<file path="src/hw/sdf_params.svh">
// Purpose: constants of the sd status flag block
// Assumes: included by bare name
// Notes: offsets are byte addresses on the register bus
`ifndef SDF_PARAMS_SVH
`define SDF_PARAMS_SVH

// register offsets
`define SDF_OFS_STATUS     4'h0
`define SDF_OFS_ENABLE     4'h4

// status and enable bit positions
`define SDF_BIT_CARD_IRQ   10
`define SDF_BIT_CARD_DET   8
`define SDF_BIT_DAT0       7
`define SDF_TOK_HI         6
`define SDF_TOK_LO         4
`define SDF_BIT_CRC16_OK   3
`define SDF_BIT_CRC7_OK    2
`define SDF_BIT_CRC_ERR    1

// reset values
`define SDF_RST_ENABLE     32'h0000_0000
`define SDF_RST_TOKEN      3'h0
`define SDF_RST_CRC_OK     1'b1

// token codes
`define SDF_TOK_POSITIVE   3'h2
`define SDF_TOK_NEGATIVE   3'h5
`define SDF_TOK_PROG_ERR   3'h7

// crc generators, top bit implied
`define SDF_CRC7_POLY      7'h09
`define SDF_CRC16_POLY     16'h1021

// bus answers
`define SDF_RESP_OKAY      2'h0
`define SDF_RESP_SLVERR    2'h2

`endif

</file>
<file path="src/hw/sdf_pkg.sv">
// Purpose: types of the sd status flag block
// Assumes: nothing
// Notes: constants live in sdf_params.svh
package sdf_pkg;

   // read channel states, one-hot
   typedef enum logic [1:0] {
      SDF_RD_IDLE = 2'b01,
      SDF_RD_RESP = 2'b10
   } sdf_rd_state_t;

endpackage : sdf_pkg

</file>
<file path="src/hw/sdf_sync.sv">
// Purpose: two-flop synchroniser for pin levels
// Assumes: inputs come from outside the aclk domain
// Notes: first stage is read only by the second
`timescale 1ns/1ps
module sdf_sync #(
   parameter int W = 1
) (
   // clock and reset
   input  wire logic         aclk,
   input  wire logic         aresetn,
   // levels
   input  wire logic [W-1:0] d,
   output logic      [W-1:0] q
);

   ///////////////////////////////////////////////////////////////////////////
   genvar i;
   generate
      for (i = 0; i < W; i++) begin : g_bit
         logic meta;
         // pins other than the link clock idle high, so reset to one avoids a false edge
         always_ff @(posedge aclk) begin
            if (!aresetn) begin
               meta <= 1'b1;
               q[i] <= 1'b1;
            end else begin
               meta <= d[i];
               q[i] <= meta;
            end
         end
      end
   endgenerate

endmodule : sdf_sync

</file>
<file path="src/hw/sdf_crc.sv">
// Purpose: serial crc register for link frames
// Assumes: one bit per enable, msb first
// Notes: feeding the crc bits too leaves zero when the frame is good
`timescale 1ns/1ps
module sdf_crc #(
   parameter int         W    = 7,
   parameter logic [W-1:0] POLY = '0
) (
   // clock and reset
   input  wire logic         aclk,
   input  wire logic         aresetn,
   // bit stream
   input  wire logic         clear,
   input  wire logic         shift,
   input  wire logic         din,
   // remainder
   output logic      [W-1:0] crc
);

   ///////////////////////////////////////////////////////////////////////////
   logic fb;
   assign fb = din ^ crc[W-1];

   // clear has priority so a new frame never inherits old bits
   always_ff @(posedge aclk) begin
      if (!aresetn || clear) begin
         crc <= '0;
      end else if (shift) begin
         crc <= {crc[W-2:0], 1'b0} ^ (fb ? POLY : '0);
      end
   end

endmodule : sdf_crc

</file>
<file path="src/hw/sdf_status.sv">
// Purpose: status and interrupt flags of an sd host, axi4-lite slave
// Assumes: framing strobes come from the card engine on aclk
// Notes: link pins are sampled by aclk through two flops
// Operation
// - card insert or removal sets detect flag, only while its enable is one
// - sdio card interrupt sets card interrupt flag
// - flags are cleared by writing one, writing zero keeps them
// - status shows live level of data line zero
// - three-bit write crc token captured after each data-out block
// - data-in crc-16 result shown, one good, zero bad
// - response crc-7 result shown, one good, zero bad
// - any crc-7, crc-16 or token error sets combined crc error flag
// - crc-7 checked even without crc field, so error flag sets too
//
// Design decisions made here: the AXI4-Lite register port and the register offsets.
`timescale 1ns/1ps
`include "sdf_params.svh"
module sdf_status (
   // clock and reset
   input  wire logic        aclk,
   input  wire logic        aresetn,
   // axi4-lite write address
   input  wire logic        awvalid,
   output logic             awready,
   input  wire logic [3:0]  awaddr,
   input  wire logic [2:0]  awprot,
   // axi4-lite write data
   input  wire logic        wvalid,
   output logic             wready,
   input  wire logic [31:0] wdata,
   input  wire logic [3:0]  wstrb,
   // axi4-lite write response
   output logic             bvalid,
   input  wire logic        bready,
   output logic [1:0]       bresp,
   // axi4-lite read
   input  wire logic        arvalid,
   output logic             arready,
   input  wire logic [3:0]  araddr,
   input  wire logic [2:0]  arprot,
   output logic             rvalid,
   input  wire logic        rready,
   output logic [31:0]      rdata,
   output logic [1:0]       rresp,
   // link pins, observed only
   input  wire logic        sd_clk_pin,
   input  wire logic        sd_cmd_pin,
   input  wire logic        sd_dat0_pin,
   input  wire logic        sd_dat1_pin,
   input  wire logic        card_present_pin,
   // framing from the card engine
   input  wire logic        rsp_active,
   input  wire logic        din_active,
   input  wire logic        tok_active,
   input  wire logic        irq_window,
   // interrupt
   output logic             irq
);

   ///////////////////////////////////////////////////////////////////////////
   // pin sampling
   logic [4:0] pins_s;
   logic       clk_s;
   logic       cmd_s;
   logic       dat0_s;
   logic       dat1_s;
   logic       present_s;
   logic       clk_d;
   logic       present_d;
   logic       link_rise;

   sdf_sync #(.W(5)) u_sync (
      .aclk    (aclk),
      .aresetn (aresetn),
      .d       ({sd_clk_pin, sd_cmd_pin, sd_dat0_pin, sd_dat1_pin, card_present_pin}),
      .q       (pins_s)
   );
   assign {clk_s, cmd_s, dat0_s, dat1_s, present_s} = pins_s;

   // edge finders look at the synchronised levels only
   always_ff @(posedge aclk) begin
      if (!aresetn) begin
         clk_d     <= 1'b1;
         present_d <= 1'b1;
      end else begin
         clk_d     <= clk_s;
         present_d <= present_s;
      end
   end
   assign link_rise = clk_s & ~clk_d;

   ///////////////////////////////////////////////////////////////////////////
   // frame tracking
   logic rsp_d;
   logic din_d;
   logic tok_d;
   logic rsp_end;
   logic din_end;
   logic tok_end;

   always_ff @(posedge aclk) begin
      if (!aresetn) begin
         rsp_d <= 1'b0;
         din_d <= 1'b0;
         tok_d <= 1'b0;
      end else begin
         rsp_d <= rsp_active;
         din_d <= din_active;
         tok_d <= tok_active;
      end
   end
   assign rsp_end = rsp_d & ~rsp_active;
   assign din_end = din_d & ~din_active;
   assign tok_end = tok_d & ~tok_active;

   ///////////////////////////////////////////////////////////////////////////
   // crc engines and token shifter
   logic [6:0]  crc7;
   logic [15:0] crc16;
   logic [2:0]  tok_shift;

   sdf_crc #(.W(7), .POLY(`SDF_CRC7_POLY)) u_crc7 (
      .aclk    (aclk),
      .aresetn (aresetn),
      .clear   (rsp_active & ~rsp_d),
      .shift   (rsp_active & link_rise),
      .din     (cmd_s),
      .crc     (crc7)
   );

   sdf_crc #(.W(16), .POLY(`SDF_CRC16_POLY)) u_crc16 (
      .aclk    (aclk),
      .aresetn (aresetn),
      .clear   (din_active & ~din_d),
      .shift   (din_active & link_rise),
      .din     (dat0_s),
      .crc     (crc16)
   );

   // token bits arrive msb first on data line zero
   always_ff @(posedge aclk) begin
      if (!aresetn) begin
         tok_shift <= `SDF_RST_TOKEN;
      end else if (tok_active & link_rise) begin
         tok_shift <= {tok_shift[1:0], dat0_s};
      end
   end

   ///////////////////////////////////////////////////////////////////////////
   // check results
   logic       crc7_ok;
   logic       crc16_ok;
   logic [2:0] write_crc_token;
   logic       crc7_bad;
   logic       crc16_bad;
   logic       tok_bad;

   assign crc7_bad  = rsp_end & (crc7 != 7'h00);
   assign crc16_bad = din_end & (crc16 != 16'h0000);
   assign tok_bad   = tok_end & (tok_shift != `SDF_TOK_POSITIVE);

   always_ff @(posedge aclk) begin
      if (!aresetn) begin
         crc7_ok <= `SDF_RST_CRC_OK;
      end else if (rsp_end) begin
         crc7_ok <= ~crc7_bad;
      end
   end

   always_ff @(posedge aclk) begin
      if (!aresetn) begin
         crc16_ok <= `SDF_RST_CRC_OK;
      end else if (din_end) begin
         crc16_ok <= ~crc16_bad;
      end
   end

   always_ff @(posedge aclk) begin
      if (!aresetn) begin
         write_crc_token <= `SDF_RST_TOKEN;
      end else if (tok_end) begin
         write_crc_token <= tok_shift;
      end
   end

   ///////////////////////////////////////////////////////////////////////////
   // axi4-lite write channel
   logic        aw_got;
   logic        w_got;
   logic [3:0]  wr_addr;
   logic [31:0] wr_data;
   logic [31:0] wr_mask;
   logic        wr_en;
   logic        wr_status;
   logic        wr_enable;

   assign wr_en     = aw_got & w_got & ~bvalid;
   assign wr_status = wr_en & (wr_addr == `SDF_OFS_STATUS);
   assign wr_enable = wr_en & (wr_addr == `SDF_OFS_ENABLE);

   // address and data are taken in either order and held until the answer
   always_ff @(posedge aclk) begin
      if (!aresetn) begin
         aw_got  <= 1'b0;
         awready <= 1'b1;
         wr_addr <= 4'h0;
      end else if (awvalid & awready) begin
         aw_got  <= 1'b1;
         awready <= 1'b0;
         wr_addr <= {awaddr[3:2], 2'b00};
      end else if (bvalid & bready) begin
         aw_got  <= 1'b0;
         awready <= 1'b1;
      end
   end

   always_ff @(posedge aclk) begin
      if (!aresetn) begin
         w_got   <= 1'b0;
         wready  <= 1'b1;
         wr_data <= 32'h0000_0000;
         wr_mask <= 32'h0000_0000;
      end else if (wvalid & wready) begin
         w_got   <= 1'b1;
         wready  <= 1'b0;
         wr_data <= wdata;
         wr_mask <= {{8{wstrb[3]}}, {8{wstrb[2]}}, {8{wstrb[1]}}, {8{wstrb[0]}}};
      end else if (bvalid & bready) begin
         w_got   <= 1'b0;
         wready  <= 1'b1;
      end
   end

   // response one cycle after both halves are in
   always_ff @(posedge aclk) begin
      if (!aresetn) begin
         bvalid <= 1'b0;
         bresp  <= `SDF_RESP_OKAY;
      end else if (wr_en) begin
         bvalid <= 1'b1;
         bresp  <= (wr_status | wr_enable) ? `SDF_RESP_OKAY : `SDF_RESP_SLVERR;
      end else if (bready) begin
         bvalid <= 1'b0;
      end
   end

   ///////////////////////////////////////////////////////////////////////////
   // enable register, same layout as the status flags
   logic [31:0] enable_reg;
   logic [31:0] clr;

   always_ff @(posedge aclk) begin
      if (!aresetn) begin
         enable_reg <= `SDF_RST_ENABLE;
      end else if (wr_enable) begin
         enable_reg <= (enable_reg & ~wr_mask) | (wr_data & wr_mask);
      end
   end

   assign clr = wr_status ? (wr_data & wr_mask) : 32'h0000_0000;

   ///////////////////////////////////////////////////////////////////////////
   // sticky flags, a set in the clearing cycle wins
   logic card_irq_flag;
   logic card_detect_flag;
   logic crc_error_flag;
   logic card_detect_irq_enable;
   logic card_irq_enable;
   logic crc_error_irq_enable;
   logic cd_edge;
   logic cirq_seen;
   logic crc_set;

   assign card_detect_irq_enable = enable_reg[`SDF_BIT_CARD_DET];
   assign card_irq_enable        = enable_reg[`SDF_BIT_CARD_IRQ];
   assign crc_error_irq_enable   = enable_reg[`SDF_BIT_CRC_ERR];
   assign cd_edge   = present_s ^ present_d;
   // the card pulls line one low inside the interrupt window
   assign cirq_seen = irq_window & ~dat1_s;
   assign crc_set   = crc7_bad | crc16_bad | tok_bad;

   always_ff @(posedge aclk) begin
      if (!aresetn) begin
         card_detect_flag <= 1'b0;
      end else if (cd_edge & card_detect_irq_enable) begin
         card_detect_flag <= 1'b1;
      end else if (clr[`SDF_BIT_CARD_DET]) begin
         card_detect_flag <= 1'b0;
      end
   end

   always_ff @(posedge aclk) begin
      if (!aresetn) begin
         card_irq_flag <= 1'b0;
      end else if (cirq_seen) begin
         card_irq_flag <= 1'b1;
      end else if (clr[`SDF_BIT_CARD_IRQ]) begin
         card_irq_flag <= 1'b0;
      end
   end

   always_ff @(posedge aclk) begin
      if (!aresetn) begin
         crc_error_flag <= 1'b0;
      end else if (crc_set) begin
         crc_error_flag <= 1'b1;
      end else if (clr[`SDF_BIT_CRC_ERR]) begin
         crc_error_flag <= 1'b0;
      end
   end

   logic data0_line_level;
   always_ff @(posedge aclk) begin
      if (!aresetn) begin
         data0_line_level <= 1'b1;
      end else begin
         data0_line_level <= dat0_s;
      end
   end

   ///////////////////////////////////////////////////////////////////////////
   // interrupt from enabled flags
   logic irq_any;
   assign irq_any = (card_irq_flag & card_irq_enable)
                  | (card_detect_flag & card_detect_irq_enable)
                  | (crc_error_flag & crc_error_irq_enable);

   always_ff @(posedge aclk) begin
      if (!aresetn) begin
         irq <= 1'b0;
      end else begin
         irq <= irq_any;
      end
   end

   ///////////////////////////////////////////////////////////////////////////
   // axi4-lite read channel
   sdf_pkg::sdf_rd_state_t rd_state;
   logic [31:0]            status_word;

   always_comb begin
      status_word                          = 32'h0000_0000;
      status_word[`SDF_BIT_CARD_IRQ]       = card_irq_flag;
      status_word[`SDF_BIT_CARD_DET]       = card_detect_flag;
      status_word[`SDF_BIT_DAT0]           = data0_line_level;
      status_word[`SDF_TOK_HI:`SDF_TOK_LO] = write_crc_token;
      status_word[`SDF_BIT_CRC16_OK]       = crc16_ok;
      status_word[`SDF_BIT_CRC7_OK]        = crc7_ok;
      status_word[`SDF_BIT_CRC_ERR]        = crc_error_flag;
   end

   // data are frozen at the address handshake, so rdata holds while waiting
   always_ff @(posedge aclk) begin
      if (!aresetn) begin
         rd_state <= sdf_pkg::SDF_RD_IDLE;
         arready  <= 1'b1;
         rvalid   <= 1'b0;
         rdata    <= 32'h0000_0000;
         rresp    <= `SDF_RESP_OKAY;
      end else begin
         case (rd_state)
            sdf_pkg::SDF_RD_IDLE: begin
               if (arvalid) begin
                  rd_state <= sdf_pkg::SDF_RD_RESP;
                  arready  <= 1'b0;
                  rvalid   <= 1'b1;
                  case ({araddr[3:2], 2'b00})
                     `SDF_OFS_STATUS: begin
                        rdata <= status_word;
                        rresp <= `SDF_RESP_OKAY;
                     end
                     `SDF_OFS_ENABLE: begin
                        rdata <= enable_reg;
                        rresp <= `SDF_RESP_OKAY;
                     end
                     default: begin
                        rdata <= 32'h0000_0000;
                        rresp <= `SDF_RESP_SLVERR;
                     end
                  endcase
               end
            end
            sdf_pkg::SDF_RD_RESP: begin
               if (rready) begin
                  rd_state <= sdf_pkg::SDF_RD_IDLE;
                  arready  <= 1'b1;
                  rvalid   <= 1'b0;
               end
            end
            default: begin
               rd_state <= sdf_pkg::SDF_RD_IDLE;
               arready  <= 1'b1;
               rvalid   <= 1'b0;
            end
         endcase
      end
   end
endmodule : sdf_status

</file>
<file path="config.mk">
export PLATFORM = sky130hd
export DESIGN_NAME = sdf_status
export DESIGN_NICKNAME = d
export VERILOG_FILES = /design/src/hw/sdf_pkg.sv /design/src/hw/sdf_sync.sv /design/src/hw/sdf_crc.sv /design/src/hw/sdf_status.sv
export VERILOG_INCLUDE_DIRS = /design/src /design/src/hw
export SDC_FILE = /design/constraint.sdc
export NUM_CORES = 1
export LEC_CHECK = 0
export BUFFER_PORTS_ARGS = -buffer_cell sky130_fd_sc_hd__buf_2
export CORE_MARGIN = 4
export CORE_UTILIZATION = 31
export DETAILED_ROUTE_END_ITERATION = 12
export GPL_ROUTABILITY_DRIVEN = 0
export HOLD_SLACK_MARGIN = 0.06
export PLACE_DENSITY_LB_ADDON = 0.2
export SETUP_SLACK_MARGIN = 0.3
export SKIP_LAST_GASP = 1
export SYNTH_ARGS = -nofsm -noshare
export SYNTH_HDL_FRONTEND = slang
export SYNTH_SLANG_ARGS = --single-unit
</file>
<file path="constraint.sdc">
create_clock -name aclk -period 1.45 [get_ports aclk]
set_input_delay 0.145 -clock aclk [delete_from_list [all_inputs] [get_ports aclk]]
set_output_delay 0.145 -clock aclk [all_outputs]
set_load 0.005 [all_outputs]
</file>
== Yosys cells after proc, flatten, opt, wreduce, memory -nomap -nowiden ==
Index checks and enable logic that the tools add are counted.

* Word-level logic and storage cells: 141
* Register bits after elaboration: 187
* Output and inout port bits: 42

* Equality and inequality tests: 7
* Multiplexer cells: 29
* Bitwise logic cells: 48
* Reductions and logical operators: 16

{| class="wikitable"
|+ Operators by type and width
! operator !! count
|-
| 32-bit AND || 2
|-
| 32-bit one-hot mux with 2 select lines || 1
|-
| 32-bit NOT || 1
|-
| 32-bit bitwise OR || 1
|-
| 1-bit AND || 24
|-
| 1-bit two-way mux || 18
|-
| 16-bit nonzero test || 1
|-
| 16-bit bitwise XOR || 1
|-
| 13-bit two-way mux || 1
|-
| 2-bit nonzero test || 6
|-
| 11-bit two-way mux || 1
|-
| 1-bit NOT || 10
|-
| 2-bit two-way mux || 4
|-
| 7-bit nonzero test || 1
|-
| 7-bit bitwise XOR || 1
|-
| 2-bit by 1-bit equality test with 1-bit output (second input constant) || 3
|-
| 1-bit bitwise OR || 5
|-
| 4-bit zero test || 1
|-
| 4-bit two-way mux || 1
|-
| 2-bit inequality test (second input constant) || 2
|-
| 1-bit one-hot mux with 2 select lines || 2
|-
| 2-bit one-hot mux with 2 select lines || 1
|-
| 2-bit AND reduction || 2
|-
| 3-bit by 2-bit inequality test with 1-bit output (second input constant) || 1
|-
| other kinds (6) || 9
|}

== Logic depth before layout (Yosys ltp) ==
* Word-level depth: 6
* Depth in mapped cells: 6
* Depth with buffers taken out: 4

== Modules after synthesis ==
Synthesis repeated with hierarchy kept, for this count alone.

* Cells, all modules: 650
* Area total of the unflattened synthesis: 6258.5 sq um

{| class="wikitable"
|+ By module, submodules not included
! module !! cells an instance !! area each (sq um) !! instances
|-
| sdf_status || 542 || 5066.1 || 1
|-
| sdf_crc (u_crc16) || 60 || 631.9 || 1
|-
| sdf_crc (u_crc7) || 28 || 297.8 || 1
|-
| sdf_sync || 20 || 262.8 || 1
|}

== Least setup slack after synthesis ==
OpenSTA, ideal clock, no wires.

* Kind: register -> register
* Start point: register bvalid
* End point: register card_detect_flag
* Path buffers: 1
* Period minus slack after synthesis: 1.331 ns
* Cell stages (with the launch flop): 6
* Slack: 0.119 ns
* Arrival: 1.216 ns
* Cells stage by stage: dfxtp_1 nor4bb_2 buf_4 and2b_4 a31oi_1 a31o_1

* Word-level cells in the longest chain between the ends: 5

{| class="wikitable"
|+ Ends and longest elaborated chain
! what !! RTL line !! text
|-
| start, declared || sdf_status.sv:33 || <nowiki>output logic bvalid,</nowiki>
|-
| start signal, assigned || sdf_status.sv:237 || <nowiki>bvalid <= 1'b0;</nowiki>
|-
| start signal, assigned || sdf_status.sv:240 || <nowiki>bvalid <= 1'b1;</nowiki>
|-
| start signal, assigned || sdf_status.sv:243 || <nowiki>bvalid <= 1'b0;</nowiki>
|-
| 1-bit NOT || sdf_status.sv:197 || <nowiki>assign wr_en = aw_got & w_got & ~bvalid;</nowiki>
|-
| 1-bit AND || sdf_status.sv:197 ||
|-
| 1-bit AND || sdf_status.sv:198 || <nowiki>assign wr_status = wr_en & (wr_addr == `SDF_OFS_STATUS);</nowiki>
|-
| 11-bit two-way mux || sdf_status.sv:260 || <nowiki>assign clr = wr_status ? (wr_data & wr_mask) : 32'h0000_0000;</nowiki>
|-
| 2-bit nonzero test (no source line) || - ||
|-
| end signal, assigned || sdf_status.sv:284 || <nowiki>card_detect_flag <= 1'b0;</nowiki>
|-
| end signal, assigned || sdf_status.sv:286 || <nowiki>card_detect_flag <= 1'b1;</nowiki>
|-
| end signal, assigned || sdf_status.sv:288 || <nowiki>card_detect_flag <= 1'b0;</nowiki>
|-
| end, declared || sdf_status.sv:265 || <nowiki>logic card_detect_flag;</nowiki>
|}

No other way between the ends.
A chain may end at the register's enable or synchronous reset.

==> impl_summary.txt <==
----------------------------------------------------
[Run status]
  Result of the run ... finished, final reports clean

[Detailed routing]
  WL/cell ... 15.3 um
  Initial DRC Count ... 275
  Post-DR vias/cell ... 4.57
  WL final ... 16800 um
  Post-DRT Antenna Nets ... 0
  Number of vias after detailed routing ... between 5000 and 6000
  First-pass iteration count of the detailed router ... 6
  Residual DRC count ... 0

[Clocking]
  Clock Latency Late Sink ... ~420 ps
  Worst-path clk slew ... 60 ps
  Total CTS buffers ... 17
  Clk Tree Root Cell ... sky130_fd_sc_hd__clkbuf_16
  Maximum root-to-sink buffer count ... 2
  Clk sink count ... 162
  H-tree levels ... 4
  Clock tree from TritonCTS ... yes

[Worst setup path]
  CP Cell Sequence ... nor4bb_2, buf_4, nand3_4, mux2i_1, nor2b_1
  Kind of end point of the critical path ... register
  Cell at the slowest stage of the critical path ... sky130_fd_sc_hd__dfxtp_2
  Crit path DAT ... between 1500 and 2000 ps
  Worst Path Class, Setup ... register to register
  Crit path buffers/inverters ... 1
  Required time of the worst setup path ... approximately 1800 ps
  Critical Path Source Type ... register
  CP max FO ... 8
  Category of cells accounting for the largest share of critical-path delay ... simple AND/OR/NAND/NOR gates
  Max incr delay on CP ... 320 ps

[Timing]
  Max-slew violation count ... 0
  Post-layout min period ... 1420 ps
  PnR worst setup slack ... 33.5 ps
  Transition time of the tightest slew-check pin ... 622 ps
  Setup repair after global routing missed its margin ... yes
  Top achievable clock speed ... 706 MHz
  Final setup vio count ... 0
  Worst Hold Slack ... 137 ps
  Fin Clk Skew ... about 7 ps
  Portion of the clock cycle consumed by the worst path in the final layout ... 97.7%
  Max_slew headroom ... 58.4%
  Hold violation total from the final report ... 0

[Synth]
  Synthesis warning total ... 0
  Compound-Gate Fraction of Synth Area ... 12.4%
  Most used flip-flop cell after synthesis ... sky130_fd_sc_hd__dfxtp_1
  Async S/R FF share, synth ... 0%
  Post-synthesis simple-gate area fraction ... between 20 and 25%
  Cell taking the most area after synthesis ... sky130_fd_sc_hd__dfxtp_1
  Synthesized instance count ... 660
  Adder and majority gate portion of the synthesized area ... 0%
  Fraction of synthesized cell area in xor and xnor cells ... 0.853%
  Register bit total from synthesis ... 162
  Average cell area after synthesis ... 9.34 um^2
  Most frequent cell after synthesis ... sky130_fd_sc_hd__dfxtp_1
  Post-synthesis instance area ... ~0.0062 mm^2
  Share of cell area taken by muxes after synthesis ... 8.12%
  Most area-consuming cells after synthesis ... sky130_fd_sc_hd__dfxtp_1 (53%), sky130_fd_sc_hd__nand2_1 (9.0%), sky130_fd_sc_hd__a21boi_1 (8.2%)
  Most instantiated cells after synthesis ... sky130_fd_sc_hd__dfxtp_1 (162), sky130_fd_sc_hd__nand2_1 (147), sky130_fd_sc_hd__a21boi_1 (67), sky130_fd_sc_hd__mux2i_1 (50), sky130_fd_sc_hd__nor2b_1 (49)
  Area share of the leading cell type in the synthesized netlist ... 52.6%
  Sequential-to-total area share from yosys stat ... 52.6%
  Number of enable-type register cells in the synthesized netlist ... 0
  Number of distinct library cell variants in the gate-level netlist after synthesis ... 39
  Main combinational cell family by area after synthesis ... simple AND/OR/NAND/NOR gates

[Placement]
  Detailed placer's ending HPWL ... a little under 10000 um
  PortBufs ... 95
  Cell area reported after detailed placement ... 0.00701 mm^2
  Dpl ws ... between 5 and 6 ps
  Placed Instances ... 997

[Global routing]
  GRT overflow ... 0
  Number of antenna violations at the first check in global routing ... 0
  Global-route wire length before repair ... 25800 um
  Largest net degree at the start of global routing ... 48
  Total track usage ... 14.7%
  Vias in the first global route ... 5093

[Floorplanning]
  Initial core utilization ... 31.6%
  Die Wd ... roughly 150 um
  Full die area ... 0.0222 mm^2
  Core region area ... 0.0195 mm^2
  I/O pins ... 108
  Vert. Die Dim ... 149 um
  Standard-cell rows ... slightly above 50

[Power]
  Leakage component of the power ... 3.77 nW
  Power density of the placed cells ... 1120 mW/mm^2
  Worst voltage drop across the vdd grid ... 0.795 mV

[Job]
  Reported max-cap violation count ... 0

[Cells and area]
  Post-route cell area ... 0.00905 mm^2
  Post-Route Utilization ... 46.4%
  Post-layout instance count excluding filler cells ... 1102
  Area Growth Syn to Fin ... 46.9%
  Final nets ... 891
  Layout cells sized above 1 ... 31.4%
  Inserted Diodes ... 0

[Min path]
  Worst min-delay path class ... input port to register

----------------------------------------------------
## worst min-delay path, stage by stage
cell	delay (ps)
sky130_fd_sc_hd__buf_2	90
sky130_fd_sc_hd__and2_4	200
sky130_fd_sc_hd__o21ai_1	80
## power by group
group | switching [W] | leakage (nW) | internal (W) | total, W
Sequential | 0.0000702 | 1.32 | 0.00456 | 0.00463
Combinational | 0.000502 | 2.17 | 0.000531 | 0.00103
Clock | 0.00178 | 0.277 | 0.00267 | 0.00445
Total | 0.00235 | 3.77 | 0.00777 | 0.0101
## path summary, 6_finish.rpt
kind / slack [ps] / cells past startpoint / endpoint / start
min: 140 / 3 / wready$_SDFFE_PN1P_ / wvalid
max reg2reg: 30 / 5 / register / bvalid$_SDFFE_PN0P_
min reg2reg: 410 / 1 / u_sync.q[4]$_SDFF_PN1_ / u_sync.g_bit[4].meta$_SDFF_PN1_
max: 30 / 5 / register / bvalid$_SDFFE_PN0P_
## logic make-up (layout without fill, tap and decap cells)
group                  Yosys count  in the layout
multiplexers                    50             50
XOR/XNOR                         6              6
other                            1              2
buffers and inverters           46            222
flip-flops                     162            162
AND/OR/NAND/NOR                280            280
AO/OA/AOI/OAI                  115            115
## cells in the final DEF, fill, tap and decap left out, drive strengths merged, types with 2 or more instances in the layout
cell type    synthesis  layout
clkinvlp             0       2
and2b                2       2
a21boi              67      67
nor4                 5       5
nand3               28      28
nand2              147     147
dlygate4sd3          0      51
o21ai                8       8
a31oi                2       2
inv                  5       5
conb                 1       2
xor2                 3       3
clkinv               0       3
dfxtp              162     162
buf                 18     131
nand2b              16      16
and2                 5       5
nor2                 8       8
xnor2                3       3
nor2b               50      50
nor3b                2       2
nand3b               2       2
a21oi               32      32
bufinv               0       2
mux2i               50      50
nor3                11      11
clkbuf              23      28
## routing by layer
layer	share of wire (%)	global-route usage (%)	vias to the layer above
met5	0	0	-
met4	1.0	4.94	0
met3	3.4	3.13	16
met2	49	24.4	95
met1	47	18.9	2401
li1	-	-	2525
## stage by stage
| stage | TNS, ps | total power [W] |
|---|---|---|
| after global placement | 0 | 0.00534 |
| after CTS | 0 | 0.0101 |
| after floorplan | 0 | 0.00509 |
| after global routing | -2070 | 0.0105 |
| after detailed placement | 0 | 0.00535 |
| final | 0 | 0.0101 |
## area by class of cell
type,count,area (um^2)
clock buffers,24,482
repair buffers,186,1610
well taps,265,332
multi-input cells,453,3250
flip-flops and latches,162,3250
fillers,1901,10500
clock inverters,7,101
inverters,5,18.8
## what timing repair did
action,CTS,global route
buffers inserted,7,6
gates cloned,5,5
gates resized for setup,28,108
setup endpoints to repair,64,130
hold buffers,51,1
pin swaps,11,61
hold endpoints to repair,59,1
Note: power is estimated with default switching activity, not from simulation.
